===== src/rtl/gpio_regs.vh =====
`ifndef GPIO_REGS_VH
`define GPIO_REGS_VH

// per-port register block, byte offsets inside a 64-byte window
`define PORT_STRIDE_SHIFT 6
`define OFS_MODE 6'h00
`define OFS_DOUT 6'h04
`define OFS_PIN 6'h08
`define OFS_MFP 6'h0c
`define OFS_IMD 6'h10
`define OFS_IEN 6'h14
`define OFS_ISTS 6'h18
`define OFS_IMASK 6'h1c

// pin modes, two bits per pin in the mode register
`define MODE_INPUT 2'h0
`define MODE_PUSH_PULL 2'h1
`define MODE_OPEN_DRAIN 2'h2
`define MODE_QUASI 2'h3

// input buffer type field sits in the upper half of the mfp register
`define TYPE_LSB 16
`define BOOT_MODE_BIT 10

// reset values
`define RST_DOUT 16'hffff
`define RST_ZERO16 16'h0000
`define RST_ZERO32 32'h0000_0000
`define RST_MODE_QUASI 32'hffff_ffff

`define RESP_OKAY 2'h0
`define RESP_SLVERR 2'h2

`endif


===== src/rtl/axil_slave.v =====
`timescale 1ns/1ps
`default_nettype none
`include "gpio_regs.vh"
module axil_slave #(
   parameter AW = 9
) (
   input wire sys_clk_in,
   input wire rst_in,
   input wire [AW-1:0] awaddr_in,
   input wire awvalid_in,
   output wire awready_out,
   input wire [31:0] wdata_in,
   input wire [3:0] wstrb_in,
   input wire wvalid_in,
   output wire wready_out,
   output wire [1:0] bresp_out,
   output wire bvalid_out,
   input wire bready_in,
   input wire [AW-1:0] araddr_in,
   input wire arvalid_in,
   output wire arready_out,
   output wire [31:0] rdata_out,
   output wire [1:0] rresp_out,
   output wire rvalid_out,
   input wire rready_in,
   output wire wr_en_out,
   output wire [AW-1:0] wr_addr_out,
   output wire [31:0] wr_data_out,
   output wire [3:0] wr_strb_out,
   input wire wr_err_in,
   output wire [AW-1:0] rd_addr_out,
   input wire [31:0] rd_data_in,
   input wire rd_err_in
);
   reg aw_hold_q, w_hold_q, bvalid_q, rvalid_q;
   reg awready_q, wready_q, arready_q;
   reg [AW-1:0] awaddr_q;
   reg [31:0] wdata_q;
   reg [3:0] wstrb_q;
   reg [1:0] bresp_q, rresp_q;
   reg [31:0] rdata_q;
   wire wr_fire = aw_hold_q & w_hold_q;
   wire aw_take = awvalid_in & awready_q;
   wire w_take = wvalid_in & wready_q;
   wire ar_take = arvalid_in & arready_q;
   wire aw_hold_d = aw_hold_q ? ~wr_fire : aw_take;
   wire w_hold_d = w_hold_q ? ~wr_fire : w_take;
   wire bvalid_d = wr_fire | (bvalid_q & ~bready_in);
   wire rvalid_d = ar_take | (rvalid_q & ~rready_in);

   // ready flops look one cycle ahead so they stay registered outputs
   always @(posedge sys_clk_in) begin
      if (rst_in) begin
         aw_hold_q <= 1'b0;
         w_hold_q <= 1'b0;
         bvalid_q <= 1'b0;
         rvalid_q <= 1'b0;
         awready_q <= 1'b0;
         wready_q <= 1'b0;
         arready_q <= 1'b0;
         awaddr_q <= {AW{1'b0}};
         wdata_q <= 32'h0000_0000;
         wstrb_q <= 4'h0;
         bresp_q <= `RESP_OKAY;
         rresp_q <= `RESP_OKAY;
         rdata_q <= 32'h0000_0000;
      end else begin
         aw_hold_q <= aw_hold_d;
         w_hold_q <= w_hold_d;
         bvalid_q <= bvalid_d;
         rvalid_q <= rvalid_d;
         awready_q <= ~aw_hold_d & ~bvalid_d;
         wready_q <= ~w_hold_d & ~bvalid_d;
         arready_q <= ~rvalid_d;
         if (aw_take) begin
            awaddr_q <= awaddr_in;
         end
         if (w_take) begin
            wdata_q <= wdata_in;
            wstrb_q <= wstrb_in;
         end
         if (wr_fire) begin
            bresp_q <= wr_err_in ? `RESP_SLVERR : `RESP_OKAY;
         end
         if (ar_take) begin
            rdata_q <= rd_err_in ? 32'h0000_0000 : rd_data_in;
            rresp_q <= rd_err_in ? `RESP_SLVERR : `RESP_OKAY;
         end
      end
   end

   assign awready_out = awready_q;
   assign wready_out = wready_q;
   assign bvalid_out = bvalid_q;
   assign bresp_out = bresp_q;
   assign arready_out = arready_q;
   assign rvalid_out = rvalid_q;
   assign rresp_out = rresp_q;
   assign rdata_out = rdata_q;
   assign wr_en_out = wr_fire;
   assign wr_addr_out = awaddr_q;
   assign wr_data_out = wdata_q;
   assign wr_strb_out = wstrb_q;
   assign rd_addr_out = araddr_in;
endmodule
`default_nettype wire


===== src/rtl/gpio_port_ctrl.v =====
`timescale 1ns/1ps
`default_nettype none
`include "gpio_regs.vh"
module gpio_port_ctrl #(
   parameter NPORT = 6,
   parameter PW = 16,
   parameter LAST_PW = 4,
   parameter AW = 9
) (
   input wire sys_clk_in,
   input wire rst_in,
   input wire [AW-1:0] awaddr_in,
   input wire awvalid_in,
   output wire awready_out,
   input wire [31:0] wdata_in,
   input wire [3:0] wstrb_in,
   input wire wvalid_in,
   output wire wready_out,
   output wire [1:0] bresp_out,
   output wire bvalid_out,
   input wire bready_in,
   input wire [AW-1:0] araddr_in,
   input wire arvalid_in,
   output wire arready_out,
   output wire [31:0] rdata_out,
   output wire [1:0] rresp_out,
   output wire rvalid_out,
   input wire rready_in,
   input wire [31:0] boot_option_word_in,
   input wire [NPORT*PW-1:0] pin_in,
   output wire [NPORT*PW-1:0] pin_data_out,
   output wire [NPORT*PW-1:0] pin_oe_out,
   output wire [NPORT*PW-1:0] pull_up_en_out,
   output wire [NPORT*PW-1:0] input_buffer_type_select_out,
   output wire irq_out,
   output wire wakeup_out
);
   localparam NP = NPORT * PW;
   // last port only implements its low LAST_PW pins
   localparam [NP-1:0] IMPL = {{(PW-LAST_PW){1'b0}}, {LAST_PW{1'b1}},
                               {((NPORT-1)*PW){1'b1}}};

   reg [31:0] mode_q [0:NPORT-1];
   reg [PW-1:0] dout_q [0:NPORT-1];
   reg [PW-1:0] type_q [0:NPORT-1];
   reg [PW-1:0] imd_q [0:NPORT-1];
   reg [31:0] ien_q [0:NPORT-1];
   reg [PW-1:0] ists_q [0:NPORT-1];
   reg [PW-1:0] imask_q [0:NPORT-1];
   reg boot_meta_q, boot_sync_q;
   reg [NP-1:0] drv_q, oe_q, pu_q, type_out_q;
   reg irq_q, wake_q;

   wire wr_en;
   wire [AW-1:0] wr_addr;
   wire [31:0] wr_data;
   wire [3:0] wr_strb;
   wire [AW-1:0] rd_addr;
   reg [31:0] rd_data;
   reg rd_err;
   wire [NP-1:0] lvl, rise, fall;
   wire [NP-1:0] drv_d, oe_d, pu_d, ev;
   wire [NP-1:0] ists_flat, imask_flat, type_flat;

   wire [AW-1:`PORT_STRIDE_SHIFT] wr_port = wr_addr[AW-1:`PORT_STRIDE_SHIFT];
   wire [5:0] wr_ofs = wr_addr[5:0];
   wire [AW-1:`PORT_STRIDE_SHIFT] rd_port = rd_addr[AW-1:`PORT_STRIDE_SHIFT];
   wire [5:0] rd_ofs = rd_addr[5:0];
   wire wr_err = (wr_port >= NPORT) || (wr_ofs[1:0] != 2'h0) ||
                 (wr_ofs > `OFS_IMASK) || (wr_ofs == `OFS_PIN);

   axil_slave #(
      .AW(AW)
   ) bus (
      .sys_clk_in(sys_clk_in),
      .rst_in(rst_in),
      .awaddr_in(awaddr_in),
      .awvalid_in(awvalid_in),
      .awready_out(awready_out),
      .wdata_in(wdata_in),
      .wstrb_in(wstrb_in),
      .wvalid_in(wvalid_in),
      .wready_out(wready_out),
      .bresp_out(bresp_out),
      .bvalid_out(bvalid_out),
      .bready_in(bready_in),
      .araddr_in(araddr_in),
      .arvalid_in(arvalid_in),
      .arready_out(arready_out),
      .rdata_out(rdata_out),
      .rresp_out(rresp_out),
      .rvalid_out(rvalid_out),
      .rready_in(rready_in),
      .wr_en_out(wr_en),
      .wr_addr_out(wr_addr),
      .wr_data_out(wr_data),
      .wr_strb_out(wr_strb),
      .wr_err_in(wr_err),
      .rd_addr_out(rd_addr),
      .rd_data_in(rd_data),
      .rd_err_in(rd_err)
   );

   pin_sampler #(
      .W(NP)
   ) sampler (
      .sys_clk_in(sys_clk_in),
      .rst_in(rst_in),
      .raw_in(pin_in),
      .level_out(lvl),
      .rise_out(rise),
      .fall_out(fall)
   );

   function [31:0] merge;
      input [31:0] old;
      input [31:0] nw;
      input [3:0] strb;
      integer k;
      begin
         for (k = 0; k < 4; k = k + 1) begin
            merge[8*k +: 8] = strb[k] ? nw[8*k +: 8] : old[8*k +: 8];
         end
      end
   endfunction

   // byte-lane merge sized for the 16-bit registers, so nothing is cut
   function [15:0] merge16;
      input [15:0] old;
      input [15:0] nw;
      input [1:0] strb;
      integer k;
      begin
         for (k = 0; k < 2; k = k + 1) begin
            merge16[8*k +: 8] = strb[k] ? nw[8*k +: 8] : old[8*k +: 8];
         end
      end
   endfunction

   function [31:0] widen2;
      input [15:0] m;
      integer k;
      begin
         for (k = 0; k < 16; k = k + 1) begin
            widen2[2*k +: 2] = {m[k], m[k]};
         end
      end
   endfunction

   // strap is a pin: two flops before reset logic uses it
   always @(posedge sys_clk_in) begin
      boot_meta_q <= boot_option_word_in[`BOOT_MODE_BIT];
      boot_sync_q <= boot_meta_q;
   end

   integer p;
   always @(posedge sys_clk_in) begin
      for (p = 0; p < NPORT; p = p + 1) begin
         if (rst_in) begin
            if (boot_sync_q) begin
               mode_q[p] <= `RST_MODE_QUASI & widen2(IMPL[p*PW +: PW]);
            end else begin
               mode_q[p] <= `RST_ZERO32;
            end
            dout_q[p] <= `RST_DOUT & IMPL[p*PW +: PW];
            type_q[p] <= `RST_ZERO16;
            imd_q[p] <= `RST_ZERO16;
            ien_q[p] <= `RST_ZERO32;
            ists_q[p] <= `RST_ZERO16;
            imask_q[p] <= `RST_ZERO16;
         end else begin
            // new events win over a write-one-to-clear in the same cycle
            ists_q[p] <= ists_q[p] | ev[p*PW +: PW];
            if (wr_en && !wr_err && wr_port == p) begin
               case (wr_ofs)
                  `OFS_MODE: begin
                     mode_q[p] <= merge(mode_q[p], wr_data, wr_strb) &
                                  widen2(IMPL[p*PW +: PW]);
                  end
                  `OFS_DOUT: begin
                     dout_q[p] <= merge16(dout_q[p], wr_data[15:0],
                                          wr_strb[1:0]) &
                                  IMPL[p*PW +: PW];
                  end
                  `OFS_MFP: begin
                     type_q[p] <= merge16(type_q[p], wr_data[`TYPE_LSB +: 16],
                                          wr_strb[3:2]);
                  end
                  `OFS_IMD: begin
                     imd_q[p] <= merge16(imd_q[p], wr_data[15:0],
                                         wr_strb[1:0]) & IMPL[p*PW +: PW];
                  end
                  `OFS_IEN: begin
                     ien_q[p] <= merge(ien_q[p], wr_data, wr_strb) &
                                 {IMPL[p*PW +: PW], IMPL[p*PW +: PW]};
                  end
                  `OFS_ISTS: begin
                     ists_q[p] <= (ists_q[p] &
                                   ~merge16(16'h0000, wr_data[15:0],
                                            wr_strb[1:0])) |
                                  ev[p*PW +: PW];
                  end
                  `OFS_IMASK: begin
                     imask_q[p] <= merge16(imask_q[p], wr_data[15:0],
                                           wr_strb[1:0]) & IMPL[p*PW +: PW];
                  end
                  default: begin
                  end
               endcase
            end
         end
      end
   end

   genvar i;
   generate
      for (i = 0; i < NP; i = i + 1) begin : pin
         localparam integer P = i / PW;
         localparam integer B = i % PW;
         wire [1:0] md = mode_q[P][2*B +: 2];
         wire d = dout_q[P][B];
         wire lo_en = ien_q[P][B];
         wire hi_en = ien_q[P][PW+B];
         wire edge_ev = (rise[i] & hi_en) | (fall[i] & lo_en);
         wire lvl_ev = (lvl[i] & hi_en) | (~lvl[i] & lo_en);
         // open-drain and quasi only ever pull low
         assign drv_d[i] = (md == `MODE_PUSH_PULL) ? d : 1'b0;
         assign oe_d[i] = (md == `MODE_PUSH_PULL) ||
                          (((md == `MODE_OPEN_DRAIN) ||
                            (md == `MODE_QUASI)) && !d);
         assign pu_d[i] = (md == `MODE_QUASI);
         assign ev[i] = IMPL[i] & (imd_q[P][B] ? lvl_ev : edge_ev);
         assign ists_flat[i] = ists_q[P][B];
         assign imask_flat[i] = imask_q[P][B];
         assign type_flat[i] = type_q[P][B] & IMPL[i];
      end
   endgenerate

   always @(posedge sys_clk_in) begin
      if (rst_in) begin
         drv_q <= {NP{1'b0}};
         oe_q <= {NP{1'b0}};
         pu_q <= {NP{1'b0}};
         type_out_q <= {NP{1'b0}};
         irq_q <= 1'b0;
         wake_q <= 1'b0;
      end else begin
         drv_q <= drv_d;
         oe_q <= oe_d;
         pu_q <= pu_d;
         type_out_q <= type_flat;
         irq_q <= |(ists_flat & imask_flat);
         // wake needs only the pin enable, not the interrupt mask
         wake_q <= |ists_flat;
      end
   end

   // read mux; the pin register is the synchronised level in every mode
   always @* begin
      rd_data = 32'h0000_0000;
      rd_err = 1'b0;
      if (rd_port >= NPORT || rd_ofs[1:0] != 2'h0) begin
         rd_err = 1'b1;
      end else begin
         case (rd_ofs)
            `OFS_MODE: rd_data = mode_q[rd_port];
            `OFS_DOUT: rd_data = {16'h0000, dout_q[rd_port]};
            `OFS_PIN: rd_data = {16'h0000,
                                 lvl[rd_port*PW +: PW] &
                                 IMPL[rd_port*PW +: PW]};
            `OFS_MFP: rd_data = {type_q[rd_port] & IMPL[rd_port*PW +: PW],
                                 16'h0000};
            `OFS_IMD: rd_data = {16'h0000, imd_q[rd_port]};
            `OFS_IEN: rd_data = ien_q[rd_port];
            `OFS_ISTS: rd_data = {16'h0000, ists_q[rd_port]};
            `OFS_IMASK: rd_data = {16'h0000, imask_q[rd_port]};
            default: rd_err = 1'b1;
         endcase
      end
   end

   assign pin_data_out = drv_q;
   assign pin_oe_out = oe_q;
   assign pull_up_en_out = pu_q;
   assign input_buffer_type_select_out = type_out_q;
   assign irq_out = irq_q;
   assign wakeup_out = wake_q;
endmodule
`default_nettype wire


===== src/rtl/pin_sampler.v =====
`timescale 1ns/1ps
`default_nettype none
module pin_sampler #(
   parameter W = 96
) (
   input wire sys_clk_in,
   input wire rst_in,
   input wire [W-1:0] raw_in,
   output wire [W-1:0] level_out,
   output wire [W-1:0] rise_out,
   output wire [W-1:0] fall_out
);
   reg [W-1:0] meta_q;
   reg [W-1:0] sync_q;
   reg [W-1:0] prev_q;

   // meta_q feeds sync_q only; no reset so the chain needs no constant
   always @(posedge sys_clk_in) begin
      meta_q <= raw_in;
      sync_q <= meta_q;
   end

   // prev follows sync during reset as well, so no false edge at release
   always @(posedge sys_clk_in) begin
      if (rst_in) begin
         prev_q <= sync_q;
      end else begin
         prev_q <= sync_q;
      end
   end

   assign level_out = sync_q;
   assign rise_out = sync_q & ~prev_q;
   assign fall_out = ~sync_q & prev_q;
endmodule
`default_nettype wire


===== config.mk =====
export PLATFORM = sky130hd
export DESIGN_NAME = gpio_port_ctrl
export DESIGN_NICKNAME = d
export VERILOG_FILES = /design/src/rtl/axil_slave.v /design/src/rtl/gpio_port_ctrl.v /design/src/rtl/pin_sampler.v
export VERILOG_INCLUDE_DIRS = /design/src /design/src/rtl
export SDC_FILE = /design/constraint.sdc
export NUM_CORES = 2
export LEC_CHECK = 0
export BUFFER_PORTS_ARGS = -buffer_cell sky130_fd_sc_hd__buf_2
export CORE_MARGIN = 4
export CORE_UTILIZATION = 59
export CTS_CLUSTER_SIZE = 24
export DETAILED_ROUTE_END_ITERATION = 6
export PLACE_DENSITY = 0.8
export SYNTH_ARGS = -nofsm -noshare
export SYNTH_HDL_FRONTEND = slang
export SYNTH_SLANG_ARGS = --single-unit

===== constraint.sdc =====
create_clock -name sys_clk_in -period 2.8 [get_ports sys_clk_in]
set_clock_uncertainty 0.1 [all_clocks]
set_input_delay 0.14 -clock sys_clk_in [delete_from_list [all_inputs] [get_ports sys_clk_in]]
set_output_delay 0.14 -clock sys_clk_in [all_outputs]
set_load 0.05 [all_outputs]

==> results.sh <==
export IMPL_finalHoldViolCount=0
export IMPL_start_util_pct=59.7
export IMPL_netlist_area_um2=57900
export IMPL_antenna_found_initial=25
export IMPL_whs_path_depth=4
export IMPL_die_x_um=321
export IMPL_ff2ff_path_depth=7
export IMPL_grt_use_total_pct=41.7
export IMPL_min_path_type="in -> reg"
export IMPL_ant_nets=0
export IMPL_io_buffers=522
export IMPL_cts_buffers=144
export IMPL_grt_max_degree=163
export IMPL_synthArstFlopShare_pct=0
export IMPL_powerDensity_nw_per_um2=691
export IMPL_die_area_um2=103000
export IMPL_cp_required_ps=3300
export IMPL_num_vias=45200
export IMPL_wl_met1_um=72600
export IMPL_die_h_um=321
export IMPL_dr_wl_met2_um=97700
export IMPL_wl_met3_um=31700
export IMPL_yosysSeqAreaShare_pct=62.1
export IMPL_p_total_w=0.0489
export IMPL_min_delay_start="wvalid_in"
export IMPL_synthCells=4609
export IMPL_period_minus_slack_ps=2760
export IMPL_place_congestion=1.06
export IMPL_vias_per_cell=6.57
export IMPL_overflow=0
export IMPL_wire_per_inst_um=32.0
export IMPL_cts_max_level=4
export IMPL_grt_pass1_vias=43900
export IMPL_violations="DRC"
export IMPL_clkTransAtPathRegs_ps=70
export IMPL_worst_path_max_fanout=16
export IMPL_startpoint="bus.wr_addr_out[1]$_SDFFE_PP0P_"
export IMPL_core_um2=97000
export IMPL_drive_above_1_share_pct=21.2
export IMPL_firstDrtPassIters=7
export IMPL_r2r_start="bus.wr_addr_out[1]$_SDFFE_PP0P_"
export IMPL_period_share_pct=98.5
export IMPL_cts_root_buf="clkbuf_16"
export IMPL_area_growth_pct=22.2
export IMPL_slew_headroom_pct=25.5
export IMPL_setup_violations=0
export IMPL_drt_iter0_markers=7518
export IMPL_post_cts_buffers=0
export IMPL_yosys_warnings=0
export IMPL_wl_um=220000
export IMPL_synthFlopType="dfxtp_1"
export IMPL_setup_tns_ps=0
export IMPL_crit_type="reg -> reg"
export IMPL_cts_sinks=1446
export IMPL_postSynthAreaPerCell_um2=12.6
export IMPL_synth_seq_cells=1446
export IMPL_hpwl_um=155000
export IMPL_max_clock_path_buffers=3
export IMPL_crit_arrival_ps=3260
export IMPL_grt_pass1_wl_um=308000
export IMPL_cts_tree="done"
export IMPL_max_freq_mhz=362
export IMPL_final_cell_mix="dfxtp_1 (746), edfxtp_1 (700), buf_2 (518)"
export IMPL_maxCapViolCount=0
export IMPL_synth_edf_count=700
export IMPL_rows=114
export IMPL_insertion_delay_ps=780
export IMPL_fin_nets=5653
export IMPL_pin_count=616
export IMPL_ys_types=71
export IMPL_worst_pin_slew_ps=1110
export IMPL_top_layer="met5"
export IMPL_route_detailed_drc=3
export IMPL_crit_path_start_kind="register"
export IMPL_rsz0062_at_grt="yes"
export IMPL_p_leak_nw=28.3
export IMPL_slew_violations=0
export IMPL_outcome="complete, but fails checks"
export IMPL_final_common_cell="dfxtp_1"
export IMPL_max_vdd_ir_drop_v=0.000555
export IMPL_endpoint_kind="register"
-- report_power, final --
part	total, W	internal (W)	switching [W]
sequential	0.0240	0.0231	0.000965
combinational	0.00473	0.00163	0.00309
clock	0.0201	0.0116	0.00849
total	0.0489	0.0363	0.0125
-- registers in the layout, summed over array words and instances, names as in the netlist, 4 cells and up --
register / flops
ien_q: 168
mode_q: 168
ists_q: 96
dout_q: 84
imask_q: 84
imd_q: 84
input_buffer_type_select_out: 84
pin_data_out: 84
pin_oe_out: 84
pull_up_en_out: 84
sampler.level_out: 84
sampler.meta_q: 84
sampler.prev_q: 84
type_q: 84
bus.rdata_out: 32
bus.wr_data_out: 32
bus.wr_addr_out: 9
bus.wr_strb_out: 4
-- cell type report --
cell class                      count  area [um2]
Timing Repair Buffer             1060        7910
Inverter                            9        33.8
Fill cell                        6189       26300
Multi-Input combinational cell   2803       20300
Tap cell                         1276        1600
Sequential cell                  1446       36000
Clock buffer                      218        4490
Clock inverter                     50         475
Antenna cell                        7        17.5
-- path summary, 6_finish.rpt --
kind	endpoint	slack, ps
worst min-delay path	bus.wr_data_out[11]$_SDFFE_PP0P_	30
worst max-delay path	ien_q[0][21]$_SDFFCE_PN0P_	40
worst min register to register	sampler.level_out[33]$_DFF_P_	220
worst max register to register	ien_q[0][21]$_SDFFCE_PN0P_	40
-- critical path: stages (launching register included) --
cell and delay (ps):
dfxtp_1 460, nor4_4 110, a2111oi_4 350, buf_4 240
nand2_2 330, nor2_4 440, buf_4 300, and2_1 240
-- cells by family after synthesis --
logic type / Yosys count / synth area share, %
buffers and inverters: 424 / 3.41
muxes: 277 / 6.93
xor gates and xnor gates: 84 / 1.27
AOI/OAI and AO/OA: 1023 / 12.1
other: 2 / 0.0130
and+or+nand+nor: 1353 / 14.2
DFF: 1446 / 62.1
-- synth_stat cells (6+ instances only) --
| cell | n | share of area (%) |
|---|---|---|
| nor4b_1 | 8 | 0.12 |
| and2_1 | 426 | 4.6 |
| a221oi_1 | 16 | 0.24 |
| mux4_2 | 97 | 3.8 |
| buf_2 | 28 | 0.24 |
| clkbuf_2 | 18 | 0.16 |
| buf_1 | 41 | 0.27 |
| a21o_1 | 93 | 1.2 |
| clkbuf_1 | 252 | 1.6 |
| nor2_1 | 147 | 0.95 |
| o21a_1 | 160 | 2.1 |
| o22a_1 | 21 | 0.32 |
| a211oi_1 | 105 | 1.4 |
| o21ai_0 | 129 | 1.1 |
| o221ai_1 | 85 | 1.3 |
| edfxtp_1 | 700 | 36 |
| o211ai_1 | 6 | 0.078 |
| nor4_1 | 32 | 0.35 |
| a22o_1 | 19 | 0.29 |
| nand2b_1 | 87 | 0.94 |
| a2bb2oi_1 | 6 | 0.091 |
| or3_1 | 84 | 0.91 |
| dfxtp_1 | 746 | 26 |
| nor4bb_1 | 78 | 1.3 |
| and3_1 | 16 | 0.17 |
| nand4_1 | 15 | 0.16 |
| buf_6 | 10 | 0.19 |
| buf_4 | 66 | 0.86 |
| a21oi_1 | 227 | 2.0 |
| nand2_1 | 223 | 1.4 |
| o31a_1 | 12 | 0.18 |
| nor2_4 | 13 | 0.25 |
| mux2i_1 | 161 | 2.8 |
| xor2_1 | 84 | 1.3 |
| a22oi_1 | 48 | 0.62 |
| nand3_1 | 15 | 0.13 |
| nor3_1 | 7 | 0.061 |
| nor2b_1 | 97 | 1.0 |
| mux2_2 | 19 | 0.37 |
| inv_1 | 9 | 0.058 |
| and3b_1 | 84 | 1.3 |
| o22ai_1 | 61 | 0.66 |
-- per-stage QoR --
step / cell area [um2] / std cells / util, % / hold slack (ps) / setup slack, ps
after global placement: 63100 / 6327 / 65.0 / 142 / 113
after global routing: 70700 / 6863 / 72.9 / 48.2 / -8.67
after CTS: 70700 / 6862 / 72.9 / 5.74 / 45.2
after floorplan: 58100 / 4673 / - / 67.7 / 269
final: 70700 / 6869 / 72.9 / 25.8 / 41.2
after detailed placement: 63100 / 6327 / 65.0 / 144 / 80.4
-- layer usage --
layer | track usage, % | up-vias
met5 | 0 | -
met4 | 26.5 | 24
met3 | 13.7 | 916
met2 | 64.6 | 3884
met1 | 50.7 | 21800
li1 | - | 18600
-- repair_timing --
item,CTS,global route
hold endpoints to repair,208,0
hold buffers,267,0
resized for setup,0,8
setup endpoints to repair,0,42
Note: power is estimated with default switching activity, not from simulation.
